--- src/cemsx_defines.vh ---
`ifndef CEMSX_DEFINES_VH
`define CEMSX_DEFINES_VH
// Register byte offsets on the Avalon slave
`define CEMSX_REG_CTRL     7'h00
`define CEMSX_REG_INSTR    7'h04
`define CEMSX_REG_EA       7'h08
`define CEMSX_REG_STATUS   7'h0c
`define CEMSX_REG_FLAGS    7'h10
`define CEMSX_REG_GPR_BASE 7'h20
`define CEMSX_REG_GPR_LAST 7'h3c
`define CEMSX_REG_SEG_BASE 7'h40
`define CEMSX_REG_SEG_LAST 7'h4c
// Control and status bits
`define CEMSX_CTRL_START   0
`define CEMSX_STAT_BUSY    0
`define CEMSX_STAT_UNDEF   1
// Flag bit positions
`define CEMSX_F_CARRY      0
`define CEMSX_F_PARITY     2
`define CEMSX_F_AUX        4
`define CEMSX_F_ZERO       6
`define CEMSX_F_SIGN       7
`define CEMSX_F_TRAP       8
`define CEMSX_F_OVER       11
`define CEMSX_FLAGS_MASK   16'h0fd5
`define CEMSX_FLAGS_RST    16'h0000
`define CEMSX_GPR_RST      16'h0000
// Register file indices
`define CEMSX_IDX_ACC      3'h0
`define CEMSX_IDX_DX       3'h2
`define CEMSX_IDX_SP       3'h4
`define CEMSX_SEG_CODE     2'h1
`define CEMSX_STACK_STEP   16'h0002
// Opcodes
`define CEMSX_OP_IDLE      8'h90
`define CEMSX_OP_POPRM     8'h8f
`define CEMSX_OP_FLAGREST  8'h9c
// Arithmetic unit operations
`define CEMSX_ALU_MUL      2'h0
`define CEMSX_ALU_NEG      2'h1
`define CEMSX_ALU_NOT      2'h2
`define CEMSX_ALU_OR       2'h3
`endif

--- src/cemsx_exec.v ---
// Summary of operation
// RULE1: Unsigned multiply into accumulator or data:accumulator
// RULE2: Product upper half sets carry, overflow
// RULE3: Negate replaces operand with zero minus it
// RULE4: Most negative operand unchanged, sets overflow
// RULE5: Negate updates six flags, carry if nonzero
// RULE6: Idle opcode changes nothing
// RULE7: Invert is one's complement, flags untouched
// RULE8: Or clears carry, overflow; sets parity sign zero
// RULE9: Or decodes register, immediate, accumulator forms
// RULE10: Port write of accumulator, immediate or data port
// RULE11: Fixed and variable port forms; low byte first
// RULE12: Stack read loads word, stack pointer plus two
// RULE13: Register and segment stack reads; code undefined
// RULE14: Flag restore loads defined flag bits, pointer plus two
// RULE15: Trap flag comes from bit eight
// RULE16: Undefined flags keep previous value
// RULE17: Stack read to code segment only sets undefined status
`include "cemsx_defines.vh"
module cemsx_exec
(
   input  wire        clk,
   input  wire        rst_n,
   input  wire [6:0]  avs_address,
   input  wire        avs_read,
   input  wire        avs_write,
   input  wire [31:0] avs_writedata,
   output reg  [31:0] avs_readdata,
   output wire        avs_waitrequest,
   output wire        io_req,
   output wire        io_we,
   output wire        io_space,
   output wire [15:0] io_addr,
   output wire [7:0]  io_wdata,
   input  wire [7:0]  io_rdata,
   input  wire        io_ack,
   output wire        busy
);
   localparam S_IDLE = 6'b000001;
   localparam S_RD   = 6'b000010;
   localparam S_EXEC = 6'b000100;
   localparam S_WR   = 6'b001000;
   localparam S_POP  = 6'b010000;
   localparam S_OUT  = 6'b100000;

   reg  [5:0]   state_q;
   reg  [15:0]  gpr_q [0:7];
   reg  [15:0]  seg_q [0:3];
   reg  [15:0]  flags_q;
   reg  [31:0]  instr_q;
   reg  [15:0]  ea_q;
   reg  [15:0]  mem_q;
   reg          undef_q;
   reg          rd_done_q;
   reg          bus_start_q;
   reg          bus_we_q;
   reg          bus_space_q;
   reg          bus_word_q;
   reg  [15:0]  bus_addr_q;
   reg  [15:0]  bus_wdata_q;
   reg  [31:0]  rd_mux;
   wire [15:0]  bus_rdata;
   wire         bus_done;
   wire [31:0]  alu_res;
   wire [15:0]  alu_flags;
   wire [127:0] gpr_flat;
   integer      i;

   function [15:0] rd_reg;
      input [127:0] flat;
      input [2:0]   r;
      input         w;
      reg   [15:0]  g;
      begin
         g = flat[{1'b0, r[1:0]} * 16 +: 16];
         if (w)
            rd_reg = flat[r * 16 +: 16];
         else
            rd_reg = {8'h00, r[2] ? g[15:8] : g[7:0]};
      end
   endfunction

   function [15:0] merge;
      input [15:0] old;
      input [15:0] val;
      input        hi;
      input        w;
      begin
         if (w)
            merge = val;
         else if (hi)
            merge = {val[7:0], old[7:0]};
         else
            merge = {old[15:8], val[7:0]};
      end
   endfunction

   assign gpr_flat = {gpr_q[7], gpr_q[6], gpr_q[5], gpr_q[4],
                      gpr_q[3], gpr_q[2], gpr_q[1], gpr_q[0]};

   wire [7:0]  opc  = instr_q[7:0];
   wire [1:0]  md   = instr_q[15:14];
   wire [2:0]  rg   = instr_q[13:11];
   wire [2:0]  rm   = instr_q[10:8];
   wire [15:0] imm  = instr_q[31:16];
   wire        w    = opc[0];
   wire        grp3 = (opc[7:1] == 7'b1111011);
   wire        do_mul = grp3 && (rg == 3'b100);
   wire        do_neg = grp3 && (rg == 3'b011);
   wire        do_not = grp3 && (rg == 3'b010);
   // RULE9: three or encodings
   wire        or_rm  = (opc[7:2] == 6'b000010);
   wire        or_imm = (opc[7:1] == 7'b1000000) && (rg == 3'b001);
   wire        or_acc = (opc[7:1] == 7'b0000110);
   // RULE11: fixed and variable port decode
   wire        out_fix = (opc[7:1] == 7'b1110011);
   wire        out_var = (opc[7:1] == 7'b1110111);
   // RULE13: register and segment stack read decode
   wire        pop_rm  = (opc == `CEMSX_OP_POPRM) && (rg == 3'b000);
   wire        pop_reg = (opc[7:3] == 5'b01011);
   wire        pop_seg = (opc[7:5] == 3'b000) && (opc[2:0] == 3'b111);
   wire        pop_cs  = pop_seg && (opc[4:3] == `CEMSX_SEG_CODE);
   wire        flag_restore_op    = (opc == `CEMSX_OP_FLAGREST);
   wire        is_alu  = do_mul | do_neg | do_not | or_rm | or_imm | or_acc;
   wire        use_ea  = do_mul | do_neg | do_not | or_rm | or_imm;
   wire        mem_ea  = (use_ea | pop_rm) && (md != 2'b11);
   wire        ea_dest = do_neg | do_not | or_imm | (or_rm & ~opc[1]);
   wire        op_w    = w;
   wire [15:0] acc     = rd_reg(gpr_flat, `CEMSX_IDX_ACC, op_w);
   wire [15:0] ea_val  = (md == 2'b11) ? rd_reg(gpr_flat, rm, op_w) : mem_q;
   wire [15:0] reg_val = rd_reg(gpr_flat, rg, op_w);
   wire [15:0] imm_val = op_w ? imm : {8'h00, imm[7:0]};
   wire [1:0]  alu_op  = do_mul ? `CEMSX_ALU_MUL :
                         do_neg ? `CEMSX_ALU_NEG :
                         do_not ? `CEMSX_ALU_NOT : `CEMSX_ALU_OR;
   wire [15:0] alu_a   = or_acc ? acc : (do_mul ? acc : ea_val);
   wire [15:0] alu_b   = or_rm ? (opc[1] ? ea_val : reg_val) :
                         (or_imm | or_acc) ? imm_val : ea_val;
   wire [15:0] or_a    = (or_rm & opc[1]) ? reg_val : alu_a;

   wire stall = busy && (avs_read || avs_write) &&
                (avs_address != `CEMSX_REG_STATUS);
   wire wr_ok = avs_write && !stall;
   wire rd_go = avs_read && !rd_done_q && !stall;
   wire start = wr_ok && (avs_address == `CEMSX_REG_CTRL) &&
                avs_writedata[`CEMSX_CTRL_START];

   assign busy = (state_q != S_IDLE);
   assign avs_waitrequest = stall || (avs_read && !rd_done_q);

   cemsx_alu u_alu
   (
      .op        (alu_op),
      .w         (op_w),
      .a         (or_a),
      .b         (alu_b),
      .flags_in  (flags_q),
      .result    (alu_res),
      .flags_out (alu_flags)
   );

   cemsx_bus u_bus
   (
      .clk      (clk),
      .rst_n    (rst_n),
      .start    (bus_start_q),
      .we       (bus_we_q),
      .space    (bus_space_q),
      .word     (bus_word_q),
      .addr     (bus_addr_q),
      .wdata    (bus_wdata_q),
      .rdata    (bus_rdata),
      .done     (bus_done),
      .io_req   (io_req),
      .io_we    (io_we),
      .io_space (io_space),
      .io_addr  (io_addr),
      .io_wdata (io_wdata),
      .io_rdata (io_rdata),
      .io_ack   (io_ack)
   );

   // Register read decode
   always @*
   begin
      rd_mux = 32'h00000000;
      if (avs_address == `CEMSX_REG_CTRL)
         rd_mux = 32'h00000000;
      else if (avs_address == `CEMSX_REG_INSTR)
         rd_mux = instr_q;
      else if (avs_address == `CEMSX_REG_EA)
         rd_mux = {16'h0000, ea_q};
      else if (avs_address == `CEMSX_REG_STATUS)
         rd_mux = {30'h00000000, undef_q, busy};
      else if (avs_address == `CEMSX_REG_FLAGS)
         rd_mux = {16'h0000, flags_q};
      else if (avs_address >= `CEMSX_REG_GPR_BASE &&
               avs_address <= `CEMSX_REG_GPR_LAST &&
               avs_address[1:0] == 2'b00)
         rd_mux = {16'h0000, gpr_q[avs_address[4:2]]};
      else if (avs_address >= `CEMSX_REG_SEG_BASE &&
               avs_address <= `CEMSX_REG_SEG_LAST &&
               avs_address[1:0] == 2'b00)
         rd_mux = {16'h0000, seg_q[avs_address[3:2]]};
      else
         rd_mux = 32'h00000000;
   end

   always @(posedge clk)
   begin
      if (!rst_n)
      begin
         state_q <= S_IDLE;
         for (i = 0; i < 8; i = i + 1)
            gpr_q[i] <= `CEMSX_GPR_RST;
         for (i = 0; i < 4; i = i + 1)
            seg_q[i] <= `CEMSX_GPR_RST;
         flags_q <= `CEMSX_FLAGS_RST;
         instr_q <= 32'h00000000;
         ea_q <= 16'h0000;
         mem_q <= 16'h0000;
         undef_q <= 1'b0;
         rd_done_q <= 1'b0;
         avs_readdata <= 32'h00000000;
         bus_start_q <= 1'b0;
         bus_we_q <= 1'b0;
         bus_space_q <= 1'b0;
         bus_word_q <= 1'b0;
         bus_addr_q <= 16'h0000;
         bus_wdata_q <= 16'h0000;
      end
      else
      begin
         bus_start_q <= 1'b0;
         rd_done_q <= rd_go;
         if (rd_go)
            avs_readdata <= rd_mux;
         // Software writes land only while idle, or on status
         if (wr_ok)
         begin
            if (avs_address == `CEMSX_REG_INSTR)
               instr_q <= avs_writedata;
            else if (avs_address == `CEMSX_REG_EA)
               ea_q <= avs_writedata[15:0];
            else if (avs_address == `CEMSX_REG_STATUS &&
                     avs_writedata[`CEMSX_STAT_UNDEF])
               undef_q <= 1'b0;
            else if (avs_address == `CEMSX_REG_FLAGS)
               flags_q <= avs_writedata[15:0] & `CEMSX_FLAGS_MASK;
            else if (avs_address >= `CEMSX_REG_GPR_BASE &&
                     avs_address <= `CEMSX_REG_GPR_LAST &&
                     avs_address[1:0] == 2'b00)
               gpr_q[avs_address[4:2]] <= avs_writedata[15:0];
            else if (avs_address >= `CEMSX_REG_SEG_BASE &&
                     avs_address <= `CEMSX_REG_SEG_LAST &&
                     avs_address[1:0] == 2'b00)
               seg_q[avs_address[3:2]] <= avs_writedata[15:0];
         end
         case (state_q)
            S_IDLE:
               if (start)
               begin
                  if (pop_cs)
                  begin
                     // RULE17: code segment stack read is dropped
                     undef_q <= 1'b1;
                  end
                  else if (pop_rm || pop_reg || pop_seg || flag_restore_op)
                  begin
                     // RULE12: word read at stack pointer
                     bus_start_q <= 1'b1;
                     bus_we_q <= 1'b0;
                     bus_space_q <= 1'b0;
                     bus_word_q <= 1'b1;
                     bus_addr_q <= gpr_q[`CEMSX_IDX_SP];
                     state_q <= S_POP;
                  end
                  else if (out_fix || out_var)
                  begin
                     // RULE10: accumulator to port
                     bus_start_q <= 1'b1;
                     bus_we_q <= 1'b1;
                     bus_space_q <= 1'b1;
                     bus_word_q <= op_w;
                     bus_addr_q <= out_fix ? {8'h00, imm[7:0]}
                                           : gpr_q[`CEMSX_IDX_DX];
                     bus_wdata_q <= acc;
                     state_q <= S_OUT;
                  end
                  else if (is_alu && mem_ea)
                  begin
                     bus_start_q <= 1'b1;
                     bus_we_q <= 1'b0;
                     bus_space_q <= 1'b0;
                     bus_word_q <= op_w;
                     bus_addr_q <= ea_q;
                     state_q <= S_RD;
                  end
                  else if (is_alu)
                     state_q <= S_EXEC;
                  // RULE6: idle and foreign opcodes leave state alone
               end
            S_RD:
               if (bus_done)
               begin
                  mem_q <= bus_rdata;
                  state_q <= S_EXEC;
               end
            S_EXEC:
            begin
               state_q <= S_IDLE;
               flags_q <= alu_flags;
               if (do_mul)
               begin
                  // RULE1: product to accumulator, and high word to data word for word form
                  gpr_q[`CEMSX_IDX_ACC] <= alu_res[15:0];
                  if (op_w)
                     gpr_q[`CEMSX_IDX_DX] <= alu_res[31:16];
               end
               else if (or_acc)
                  gpr_q[`CEMSX_IDX_ACC] <= merge(gpr_q[`CEMSX_IDX_ACC],
                                                 alu_res[15:0], 1'b0, op_w);
               else if (or_rm && opc[1])
                  // RULE9: direction bit picks register destination
                  gpr_q[op_w ? rg : {1'b0, rg[1:0]}] <=
                     merge(gpr_q[op_w ? rg : {1'b0, rg[1:0]}],
                           alu_res[15:0], rg[2], op_w);
               else if (ea_dest && md == 2'b11)
                  gpr_q[op_w ? rm : {1'b0, rm[1:0]}] <=
                     merge(gpr_q[op_w ? rm : {1'b0, rm[1:0]}],
                           alu_res[15:0], rm[2], op_w);
               else if (ea_dest)
               begin
                  bus_start_q <= 1'b1;
                  bus_we_q <= 1'b1;
                  bus_space_q <= 1'b0;
                  bus_word_q <= op_w;
                  bus_addr_q <= ea_q;
                  bus_wdata_q <= alu_res[15:0];
                  state_q <= S_WR;
               end
            end
            S_WR:
               if (bus_done)
                  state_q <= S_IDLE;
            S_POP:
               if (bus_done)
               begin
                  state_q <= S_IDLE;
                  // RULE12: stack pointer advances by two
                  gpr_q[`CEMSX_IDX_SP] <= gpr_q[`CEMSX_IDX_SP] +
                                          `CEMSX_STACK_STEP;
                  if (flag_restore_op)
                     // RULE14: defined bits only
                     // RULE15: trap from bit eight
                     flags_q <= bus_rdata & `CEMSX_FLAGS_MASK;
                  else if (pop_reg)
                     gpr_q[opc[2:0]] <= bus_rdata;
                  else if (pop_seg)
                     seg_q[opc[4:3]] <= bus_rdata;
                  else if (md == 2'b11)
                     gpr_q[rm] <= bus_rdata;
                  else
                  begin
                     bus_start_q <= 1'b1;
                     bus_we_q <= 1'b1;
                     bus_space_q <= 1'b0;
                     bus_word_q <= 1'b1;
                     bus_addr_q <= ea_q;
                     bus_wdata_q <= bus_rdata;
                     state_q <= S_WR;
                  end
               end
            S_OUT:
               if (bus_done)
                  state_q <= S_IDLE;
            default:
               state_q <= S_IDLE;
         endcase
      end
   end
endmodule

--- src/cemsx_alu.v ---
`include "cemsx_defines.vh"
module cemsx_alu
(
   input  wire [1:0]  op,
   input  wire        w,
   input  wire [15:0] a,
   input  wire [15:0] b,
   input  wire [15:0] flags_in,
   output reg  [31:0] result,
   output reg  [15:0] flags_out
);
   reg  [15:0] r16;
   reg         msb;
   always @*
   begin
      result = 32'h00000000;
      flags_out = flags_in;
      r16 = 16'h0000;
      msb = 1'b0;
      case (op)
         `CEMSX_ALU_MUL:
         begin
            // RULE1: unsigned byte or word product
            if (w)
               result = a * b;
            else
               result = {16'h0000, {8'h00, a[7:0]} * {8'h00, b[7:0]}};
            // RULE2: upper half sets carry and overflow
            flags_out[`CEMSX_F_CARRY] = w ? (result[31:16] != 16'h0000)
                                          : (result[15:8] != 8'h00);
            flags_out[`CEMSX_F_OVER] = flags_out[`CEMSX_F_CARRY];
            // RULE16: undefined flags keep value
         end
         `CEMSX_ALU_NEG:
         begin
            // RULE3: zero minus operand
            r16 = 16'h0000 - a;
            if (!w)
               r16[15:8] = 8'h00;
            result = {16'h0000, r16};
            msb = w ? r16[15] : r16[7];
            // RULE4: most negative value flags overflow
            flags_out[`CEMSX_F_OVER] = w ? (a == 16'h8000) : (a[7:0] == 8'h80);
            // RULE5: carry set unless operand zero
            flags_out[`CEMSX_F_CARRY] = w ? (a != 16'h0000) : (a[7:0] != 8'h00);
            flags_out[`CEMSX_F_AUX] = (a[3:0] != 4'h0);
            flags_out[`CEMSX_F_PARITY] = ~^r16[7:0];
            flags_out[`CEMSX_F_SIGN] = msb;
            flags_out[`CEMSX_F_ZERO] = (r16 == 16'h0000);
         end
         `CEMSX_ALU_NOT:
         begin
            // RULE7: all-ones minus operand, flags kept
            r16 = (w ? 16'hffff : 16'h00ff) - (w ? a : {8'h00, a[7:0]});
            result = {16'h0000, r16};
         end
         default:
         begin
            // RULE8: inclusive or with logic flags
            r16 = w ? (a | b) : {8'h00, a[7:0] | b[7:0]};
            result = {16'h0000, r16};
            msb = w ? r16[15] : r16[7];
            flags_out[`CEMSX_F_CARRY] = 1'b0;
            flags_out[`CEMSX_F_OVER] = 1'b0;
            flags_out[`CEMSX_F_PARITY] = ~^r16[7:0];
            flags_out[`CEMSX_F_SIGN] = msb;
            flags_out[`CEMSX_F_ZERO] = (r16 == 16'h0000);
         end
      endcase
   end
endmodule

--- src/cemsx_bus.v ---
`include "cemsx_defines.vh"
module cemsx_bus
(
   input  wire        clk,
   input  wire        rst_n,
   input  wire        start,
   input  wire        we,
   input  wire        space,
   input  wire        word,
   input  wire [15:0] addr,
   input  wire [15:0] wdata,
   output reg  [15:0] rdata,
   output reg         done,
   output reg         io_req,
   output reg         io_we,
   output reg         io_space,
   output reg  [15:0] io_addr,
   output reg  [7:0]  io_wdata,
   input  wire [7:0]  io_rdata,
   input  wire        io_ack
);
   localparam S_IDLE = 4'b0001;
   localparam S_LO   = 4'b0010;
   localparam S_GAP  = 4'b0100;
   localparam S_HI   = 4'b1000;
   reg [3:0]  state_q;
   reg [7:0]  hi_q;
   always @(posedge clk)
   begin
      if (!rst_n)
      begin
         state_q <= S_IDLE;
         rdata <= 16'h0000;
         done <= 1'b0;
         io_req <= 1'b0;
         io_we <= 1'b0;
         io_space <= 1'b0;
         io_addr <= 16'h0000;
         io_wdata <= 8'h00;
         hi_q <= 8'h00;
      end
      else
      begin
         done <= 1'b0;
         case (state_q)
            S_IDLE:
               if (start)
               begin
                  io_req <= 1'b1;
                  io_we <= we;
                  io_space <= space;
                  io_addr <= addr;
                  io_wdata <= wdata[7:0];
                  hi_q <= wdata[15:8];
                  state_q <= word ? S_LO : S_HI;
               end
            S_LO:
               // RULE11: low byte first, then address plus one
               if (io_ack)
               begin
                  io_req <= 1'b0;
                  rdata[7:0] <= io_rdata;
                  state_q <= S_GAP;
               end
            S_GAP:
            begin
               io_req <= 1'b1;
               io_addr <= io_addr + 16'h0001;
               io_wdata <= hi_q;
               state_q <= S_HI;
            end
            default:
               if (io_ack)
               begin
                  io_req <= 1'b0;
                  if (io_addr == addr)
                     rdata <= {8'h00, io_rdata};
                  else
                     rdata[15:8] <= io_rdata;
                  done <= 1'b1;
                  state_q <= S_IDLE;
               end
         endcase
      end
   end
endmodule

--- config.mk ---
export PLATFORM = sky130hd
export DESIGN_NAME = cemsx_exec
export DESIGN_NICKNAME = d
export VERILOG_FILES = /design/src/cemsx_exec.v /design/src/cemsx_alu.v /design/src/cemsx_bus.v
export VERILOG_INCLUDE_DIRS = /design/src
export SDC_FILE = /design/constraint.sdc
export NUM_CORES = 2
export LEC_CHECK = 0
export BUFFER_PORTS_ARGS = -buffer_cell sky130_fd_sc_hd__buf_2
export CAP_MARGIN = 20
export CORE_MARGIN = 4
export CORE_UTILIZATION = 35
export CTS_BUF_LIST = sky130_fd_sc_hd__clkbuf_16
export CTS_CLUSTER_SIZE = 24
export DETAILED_ROUTE_END_ITERATION = 12
export SETUP_SLACK_MARGIN = 0.5
export SYNTH_ARGS = -nofsm -noshare
export SYNTH_HDL_FRONTEND = slang
export SYNTH_SLANG_ARGS = --single-unit
export TNS_END_PERCENT = 20
--- constraint.sdc ---
create_clock -name clk -period 8.99 [get_ports clk]
set_input_delay 2.697 -clock clk [delete_from_list [all_inputs] [get_ports clk]]
set_output_delay 2.697 -clock clk [all_outputs]
set_load 0.01 [all_outputs]
; ---- Yosys cells after proc, flatten, opt, wreduce, memory -nomap -nowiden
; Memory sizes are Yosys's and may differ from the RTL's.
; Index checks and enable logic that the tools add are counted.
[totals]
ff_bits = 212
ramBits = 192
inputBits = 52
word_cells = 515
mem_count = 2
[op_classes]
add_sub_neg = 4
mul = 2
magnitude_cmp = 4
eq_ne = 67
n_shift = 4
mux = 297
n_bitwise = 30
reduce_logical = 78
[mem_list]
columns = memory, words, width, rd, rd_ports_with_merged_regs, wr, line_no
row1 = gpr_q, 8, 16, 9, 0, 8, cemsx_exec.v:47  ; reg [15:0] gpr_q [0:7];
row2 = seg_q, 4, 16, 1, 0, 4, cemsx_exec.v:48  ; reg [15:0] seg_q [0:3];
[op_table]
columns = op, n
row1 = 2-to-1 mux 16 bit, 87
row2 = variable part select 128 x 7 -> 16 bit, 2
row3 = variable part select 128 x 8 -> 16 bit, 2
row4 = 2-to-1 mux 1 bit, 139
row5 = 2-to-1 mux 32 bit, 4
row6 = OR reduction 16 bit, 7
row7 = case mux 16 bit (3 select lines), 2
row8 = case mux 32 bit (3 select lines), 1
row9 = 2-to-1 mux 8 bit, 11
row10 = case mux 16 bit (2 select lines), 2
row11 = 2-to-1 mux 6 bit, 9
row12 = 2-to-1 mux 4 bit, 13
row13 = inequality test 2 bit (second input constant), 18
row14 = zero test 16 bit, 2
row15 = multiplier 16 x 16 -> 32 bit, 1
row16 = case mux 8 bit (2 select lines), 2
row17 = nonzero test 16 bit, 2
row18 = case mux 6 bit (5 select lines), 1
row19 = == test 7 bit (second input constant), 4
row20 = == test 8 bit (second input constant), 3
row21 = logical AND 1 bit, 23
row22 = AND reduction 2 bit, 11
row23 = 2-to-1 mux 3 bit, 7
row24 = 2-to-1 mux 2 bit, 9
row25 = other kinds (63), 124

; ---- Logic depth before layout (Yosys ltp)
; An unclocked memory read counts as a cell.
[logic_depth]
word_depth = 23
ltp_mapped = 35

; ---- Hierarchy
; From an unflattened synthesis, not the netlist that was laid out.
[unflattened]
hier_cells = 3817
area_unflattened_um2 = 35083.6
[by_module_without_submodules]
columns = mod, instances, cells_per_inst, area_per_inst_um2, seq_area_each_um2
row1 = cemsx_exec, 1, 2014, 20402.1, 8888.5
row2 = cemsx_alu, 1, 1515, 12129.1, 0.0
row3 = cemsx_bus, 1, 288, 2552.4, 1121.1

; ---- Worst setup path before layout
; Ideal clock, no wire load.
[synth_timing]
path_type = register to register
start = reg instr_q[12]
end = reg flags_q[11]
setup_time_ns = 0.129
arrival_time_ns = 8.817
setup_slack_ns = 0.044
path_stages_with_launch = 30
synth_period_minus_slack_ns = 8.946
path_cell_list = dfxtp_1 -> clkbuf_1 -> clkbuf_1 -> mux4_2 -> a22o_1 -> a21o_1 -> a22oi_2 -> clkbuf_1 -> clkbuf_1 -> nor2_1 -> fa_1 -> inv_1 -> fa_1 -> fa_1 -> fa_1 -> inv_1 -> fa_1 -> fa_1 -> ha_1 -> a211oi_1 -> nor3_1 -> o21ba_2 -> a211oi_1 -> xor2_1 -> nor2_1 -> or4_1 -> or3_1 -> a2111o_1 -> o2111ai_1 -> a31oi_1
[synth_between]
elab_chain_cells = 12
word_cells_on_any_way = 38
[synth_lines]
columns = element, line_no
row1 = from (decl), cemsx_exec.v:50  ; reg [31:0] instr_q;
row2 = from (signal assigned), cemsx_exec.v:242  ; instr_q <= avs_writedata;
row3 = variable part select 128 x 7 -> 16 bit (tied with other cells), cemsx_exec.v:75  ; g = flat[{1'b0, r[1:0]} * 16 +: 16];
row4 = 2-to-1 mux 8 bit (tied with other cells), cemsx_exec.v:79  ; rd_reg = {8'h00, r[2] ? g[15:8] : g[7:0]};
row5 = 2-to-1 mux 16 bit (tied with other cells), cemsx_exec.v:76  ; if (w)
row6 = 2-to-1 mux 16 bit (on tied branches), "cemsx_exec.v:137, cemsx_exec.v:136, cemsx_exec.v:138"
row7 = 2-to-1 mux 16 bit (on tied branches), "cemsx_exec.v:137, cemsx_exec.v:139"
row8 = multiplier 16 x 16 -> 32 bit or multiplier 8 x 8 -> 16 bit (tied branches), "cemsx_alu.v:25, cemsx_alu.v:27"
row9 = 2-to-1 mux 32 bit, cemsx_alu.v:24  ; if (w)
row10 = 2-to-1 mux 32 bit, cemsx_alu.v:20  ; case (op)
row11 = nonzero test 16 bit or nonzero test 8 bit (tied branches), "cemsx_alu.v:29, cemsx_alu.v:30"
row12 = 2-to-1 mux 1 bit, cemsx_alu.v:29  ; flags_out[`CEMSX_F_CARRY] = w ? (result[31:16] != 16'h0000)
row13 = case mux 1 bit (3 select lines), cemsx_alu.v:20
row14 = case mux 16 bit (2 select lines), cemsx_exec.v:259  ; case (state_q)
row15 = to (signal assigned), cemsx_exec.v:249  ; flags_q <= avs_writedata[15:0] & `CEMSX_FLAGS_MASK;
row16 = to (signal assigned), cemsx_exec.v:312  ; flags_q <= alu_flags;
row17 = to (signal assigned), cemsx_exec.v:356  ; flags_q <= bus_rdata & `CEMSX_FLAGS_MASK;
row18 = to (decl), cemsx_exec.v:49  ; reg [15:0] flags_q;
; Parallel ways exist; a longest one is shown, timed or not. The select of a mux whose other input is x is not followed.
; A chain may end at the register's enable or synchronous reset.

; ---- Worst setup path in the final report
[layout_timing]
start = reg instr_q[8]
end = reg flags_q[11]
[layout_between]
elab_chain_cells = 14
word_cells_on_any_way = 23
[layout_lines]
columns = element, line_no
row1 = variable part select 128 x 7 -> 16 bit, cemsx_exec.v:75
row2 = 2-to-1 mux 8 bit, cemsx_exec.v:79
row3 = 2-to-1 mux 16 bit (*), cemsx_exec.v:76
row4 = 2-to-1 mux 16 bit (*), cemsx_exec.v:130  ; wire [15:0] ea_val = (md == 2'b11) ? rd_reg(gpr_flat, rm, op_w) : mem_q;
row5 = 2-to-1 mux 16 bit (2 in series), cemsx_exec.v:136  ; wire [15:0] alu_a = or_acc ? acc : (do_mul ? acc : ea_val);
row6 = 2-to-1 mux 16 bit, cemsx_exec.v:139  ; wire [15:0] or_a = (or_rm & opc[1]) ? reg_val : alu_a;
row7 = multiplier 16 x 16 -> 32 bit or multiplier 8 x 8 -> 16 bit (tied branches), "cemsx_alu.v:25, cemsx_alu.v:27"
row8 = 2-to-1 mux 32 bit, cemsx_alu.v:24
row9 = 2-to-1 mux 32 bit, cemsx_alu.v:20
row10 = nonzero test 16 bit or nonzero test 8 bit (tied branches), "cemsx_alu.v:29, cemsx_alu.v:30"
row11 = 2-to-1 mux 1 bit, cemsx_alu.v:29
row12 = case mux 1 bit (3 select lines) (*), cemsx_alu.v:20
row13 = case mux 16 bit (2 select lines) (*), cemsx_exec.v:259
; Every way passes the cells marked *; elsewhere a longest branch is shown, timed or not. The select of a mux whose other input is x is not followed.

==> impl_metrics.tcl <==
set metrics [dict create \
    cts_max_path_buffers 3 \
    slew_headroom 0.244 \
    clk_root_buffer_cell "clkbuf_16" \
    core_area_um2 97300 \
    power_per_cell_area_nw_per_um2 96.8 \
    total_nets_after_synthesis 4299 \
    area_growth_syn_to_layout_pct 23.8 \
    number_of_register_bits_inferred_by_synthesis 404 \
    floorplan.rows 114 \
    achievable-frequency_ghz 0.115 \
    grt_first_pass_wirelength_um 217000 \
    detail_route.first_pass.iterations 7 \
    globalplace.congestion 1.06 \
    path_class "reg2reg" \
    numPortBuffers 112 \
    status "completed" \
    drt_drc_violations_left 0 \
    cts_tree "done" \
    routed_wl_um 151000 \
    hold_class "reg2reg" \
    drt.antenna.violating_nets 0 \
    r2r_start "instr_q[8]" \
    critPathSlowestCell "fa_1" \
    timing_max_transition_violations_final 0 \
    first_drt_iteration_drcs 4514 \
    ys_seq_area_frac 0.290 \
    setup.worst_path.end_class "flop" \
    worstHoldStart "avs_readdata[17]" \
    synthesis.instances 3868 \
    number_of_standard_cells_in_the_layout_taps_in_and_fillers_out 5566 \
    count_of_fill_cells_added_during_filler_insertion 9491 \
    worst_slew_pin_slew_ns 1.13 \
    hpwlAfterDp_um 115000 \
    finish.instance_area_um2 42800 \
    layout_setup_ws_ns 0.270 \
    route.vias.total 33200 \
    layout.cells.most_common "nor2_1" \
    min_period_over_period 0.970 \
    ys_async_sr_fraction 0 \
    via_count_of_the_first_global_routing_pass 32200 \
    post-layout-total-power_mw 4.14 \
    synth_edf_count 192 \
    worst_path_largest_cell_delay_ns 0.59 \
    post_synth_num_cell_types 102 \
    drt-vias-per-instance 5.97 \
    insertion_delay_ns 0.61 \
    vdd_ir_drop_max_mv 0.110 \
    layout_common_cells "nor2_1 (498), nand2_1 (416), buf_4 (381)" \
    antenna_violations_before_repair 1 \
    place_inst 5395 \
    global_route.usage.total 0.281 \
    worstPathMaxFanout 6 \
    setup_violations 0 \
    finalHoldWorstSlack_ns 0.448 \
    hold_buffers 0 \
    cts-htree-levels 2 \
    grt_start_max_net_pins 75 \
    maxCapViolCount 0 \
    layout_nets 4688 \
    drive_gt1_frac 0.243 \
    total_area_of_multi_input_combinational_cells_um2 23500 \
    route.detailed.wl_per_inst_um 27.1 \
    synth-warning-count 0 \
    worst-endpoint-required_ns 9.46 \
    p_leak_nw 17.1 \
    pre_cts_ws_ns -0.133 \
    crit_arrival_ns 9.19 \
    die_area_um2 104000 \
    ff_latch_area_um2 10000 \
    clock-skew-final_ns 0.0432 \
    i_o_pins 113 \
    clock_buffers_created_by_tritoncts 45 \
    dominantRegCellSynth "dfxtp_1" \
    worst_path_most_repeated_cell "fa_1" \
    crit_start "instr_q[8]" \
    clock_sinks 404 \
    synthesis.area_per_instance_um2 8.94 \
    finalHoldViolations 0 \
    timing.final.crit_period_ns 8.72 \
    rsz0062_at_grt "yes" \
    dieHeight_um 322 \
    grt_overflow 0 \
    die_extent_in_x_um 322 \
    floorplan.initialDensity 0.355 \
    clk_pin_slew_worst_paths_ns 0.07 \
    post_dp_cell_area_um2 39200 \
    timing.critical_path.from_type "flop" \
    netlist_area_um2 34600 \
]
[what timing repair did]
item                       4_1_cts  5_1_grt
buffers inserted                52       30
gates resized for setup        128      173
pin swaps                       56       55
setup endpoints to repair      117      130
gates cloned                     4        4
[stage by stage]
stage / util / setup TNS, ns
after floorplan: - / 0
after global placement: 0.403 / -0.211
after detailed placement: 0.403 / -0.262
after CTS: 0.429 / 0
after global routing: 0.440 / 0
final: 0.440 / 0
[area by class of cell]
cell class,instances,area share
clock inverters,34,0.00781
multi-input cells,2890,0.550
diodes,1,0.0000585
flip-flops and latches,404,0.234
clock buffers,45,0.0263
well taps,1276,0.0373
repair buffers,592,0.116
inverters,324,0.0285
[power breakdown]
group / total (mW) / switching, mW / internal (mW)
clock network: 1.88 / 0.817 / 1.06
logic: 0.282 / 0.183 / 0.0996
registers: 1.98 / 0.0296 / 1.95
total: 4.14 / 1.03 / 3.12
[sequential cells by signal (all words and copies together), names as in the netlist, 4 cells and up]
name and cells:
gpr_q 128, avs_readdata 32, u_bus.rdata 16, instr_q 32
seg_q 64, ea_q 16, bus_wdata_q 16, mem_q 16
u_bus.hi_q 8, flags_q 16, u_bus.io_addr 16, bus_addr_q 16
u_bus.io_wdata 8, state_q 6, u_bus.state_q 4
[logic make-up (layout without fill, tap and decap cells)]
group                    Yosys count  count (layout)  share of synthesized area
AO/OA/AOI/OAI                    853             855                      0.167
flip-flops                       404             404                      0.290
other                              0               1                          0
XOR/XNOR                          85              85                     0.0215
adder cells (fa/ha/maj)          379             379                      0.187
AND/OR/NAND/NOR                 1368            1368                      0.178
buffers and inverters            577             995                     0.0651
multiplexers                     202             203                     0.0912
[worst paths after layout]
| path | end | depth (start not counted) | slack (ns) |
|---|---|---|---|
| setup reg to reg | flags_q[11] | 32 | 0.27 |
| hold / removal | avs_readdata[17] | 2 | 0.45 |
| setup / recovery | flags_q[11] | 32 | 0.27 |
| hold reg to reg | avs_readdata[17] | 2 | 0.45 |
[synth_stat cells (12+ instances only)]
cell / number / area (µm²)
a22o_1: 33 / 289
o22ai_1: 30 / 188
buf_1: 23 / 86.3
mux2_2: 39 / 439
mux2i_1: 76 / 761
and3_1: 39 / 244
nand2b_1: 38 / 238
a31oi_1: 31 / 194
inv_1: 323 / 1210
fa_1: 230 / 4600
clkbuf_1: 197 / 739
mux4_2: 86 / 1940
or2_2: 20 / 125
a211oi_1: 35 / 263
a221oi_1: 27 / 236
a21oi_1: 240 / 1200
nor3_1: 67 / 335
buf_2: 25 / 125
o21ai_0: 138 / 691
nand3_1: 85 / 425
a22oi_1: 61 / 458
nand4_1: 22 / 138
nor4_1: 12 / 75.1
nor2b_1: 24 / 150
o221ai_1: 24 / 210
edfxtp_1: 192 / 5770
xor2_1: 18 / 158
dfxtp_1: 212 / 4240
o21a_1: 13 / 97.6
and2_1: 31 / 194
ha_1: 149 / 1860
xnor2_1: 67 / 587
o21ai_1: 20 / 100
o211ai_1: 26 / 195
a21o_1: 25 / 188
nand2_1: 421 / 1580
nor2_1: 535 / 2010
[worst max-delay path, delay by kind of cell, from the launching register on]
kind                       cells  cell delay [ns]
buffers and inverters          9             1.04
xor gates and xnor gates       1             0.14
DFF                            1             0.38
and+or+nand+nor                6             1.29
AOI/OAI and AO/OA              8             2.01
adders and majority gates      7             3.41
muxes                          1             0.30
[per-layer routing]
layer / part of all wire / track usage
met3: 0.11 / 0.0612
met2: 0.42 / 0.420
met4: 0.071 / 0.157
met1: 0.40 / 0.378
met5: 0.000080 / 0
Power figures use the tool's default switching activity.
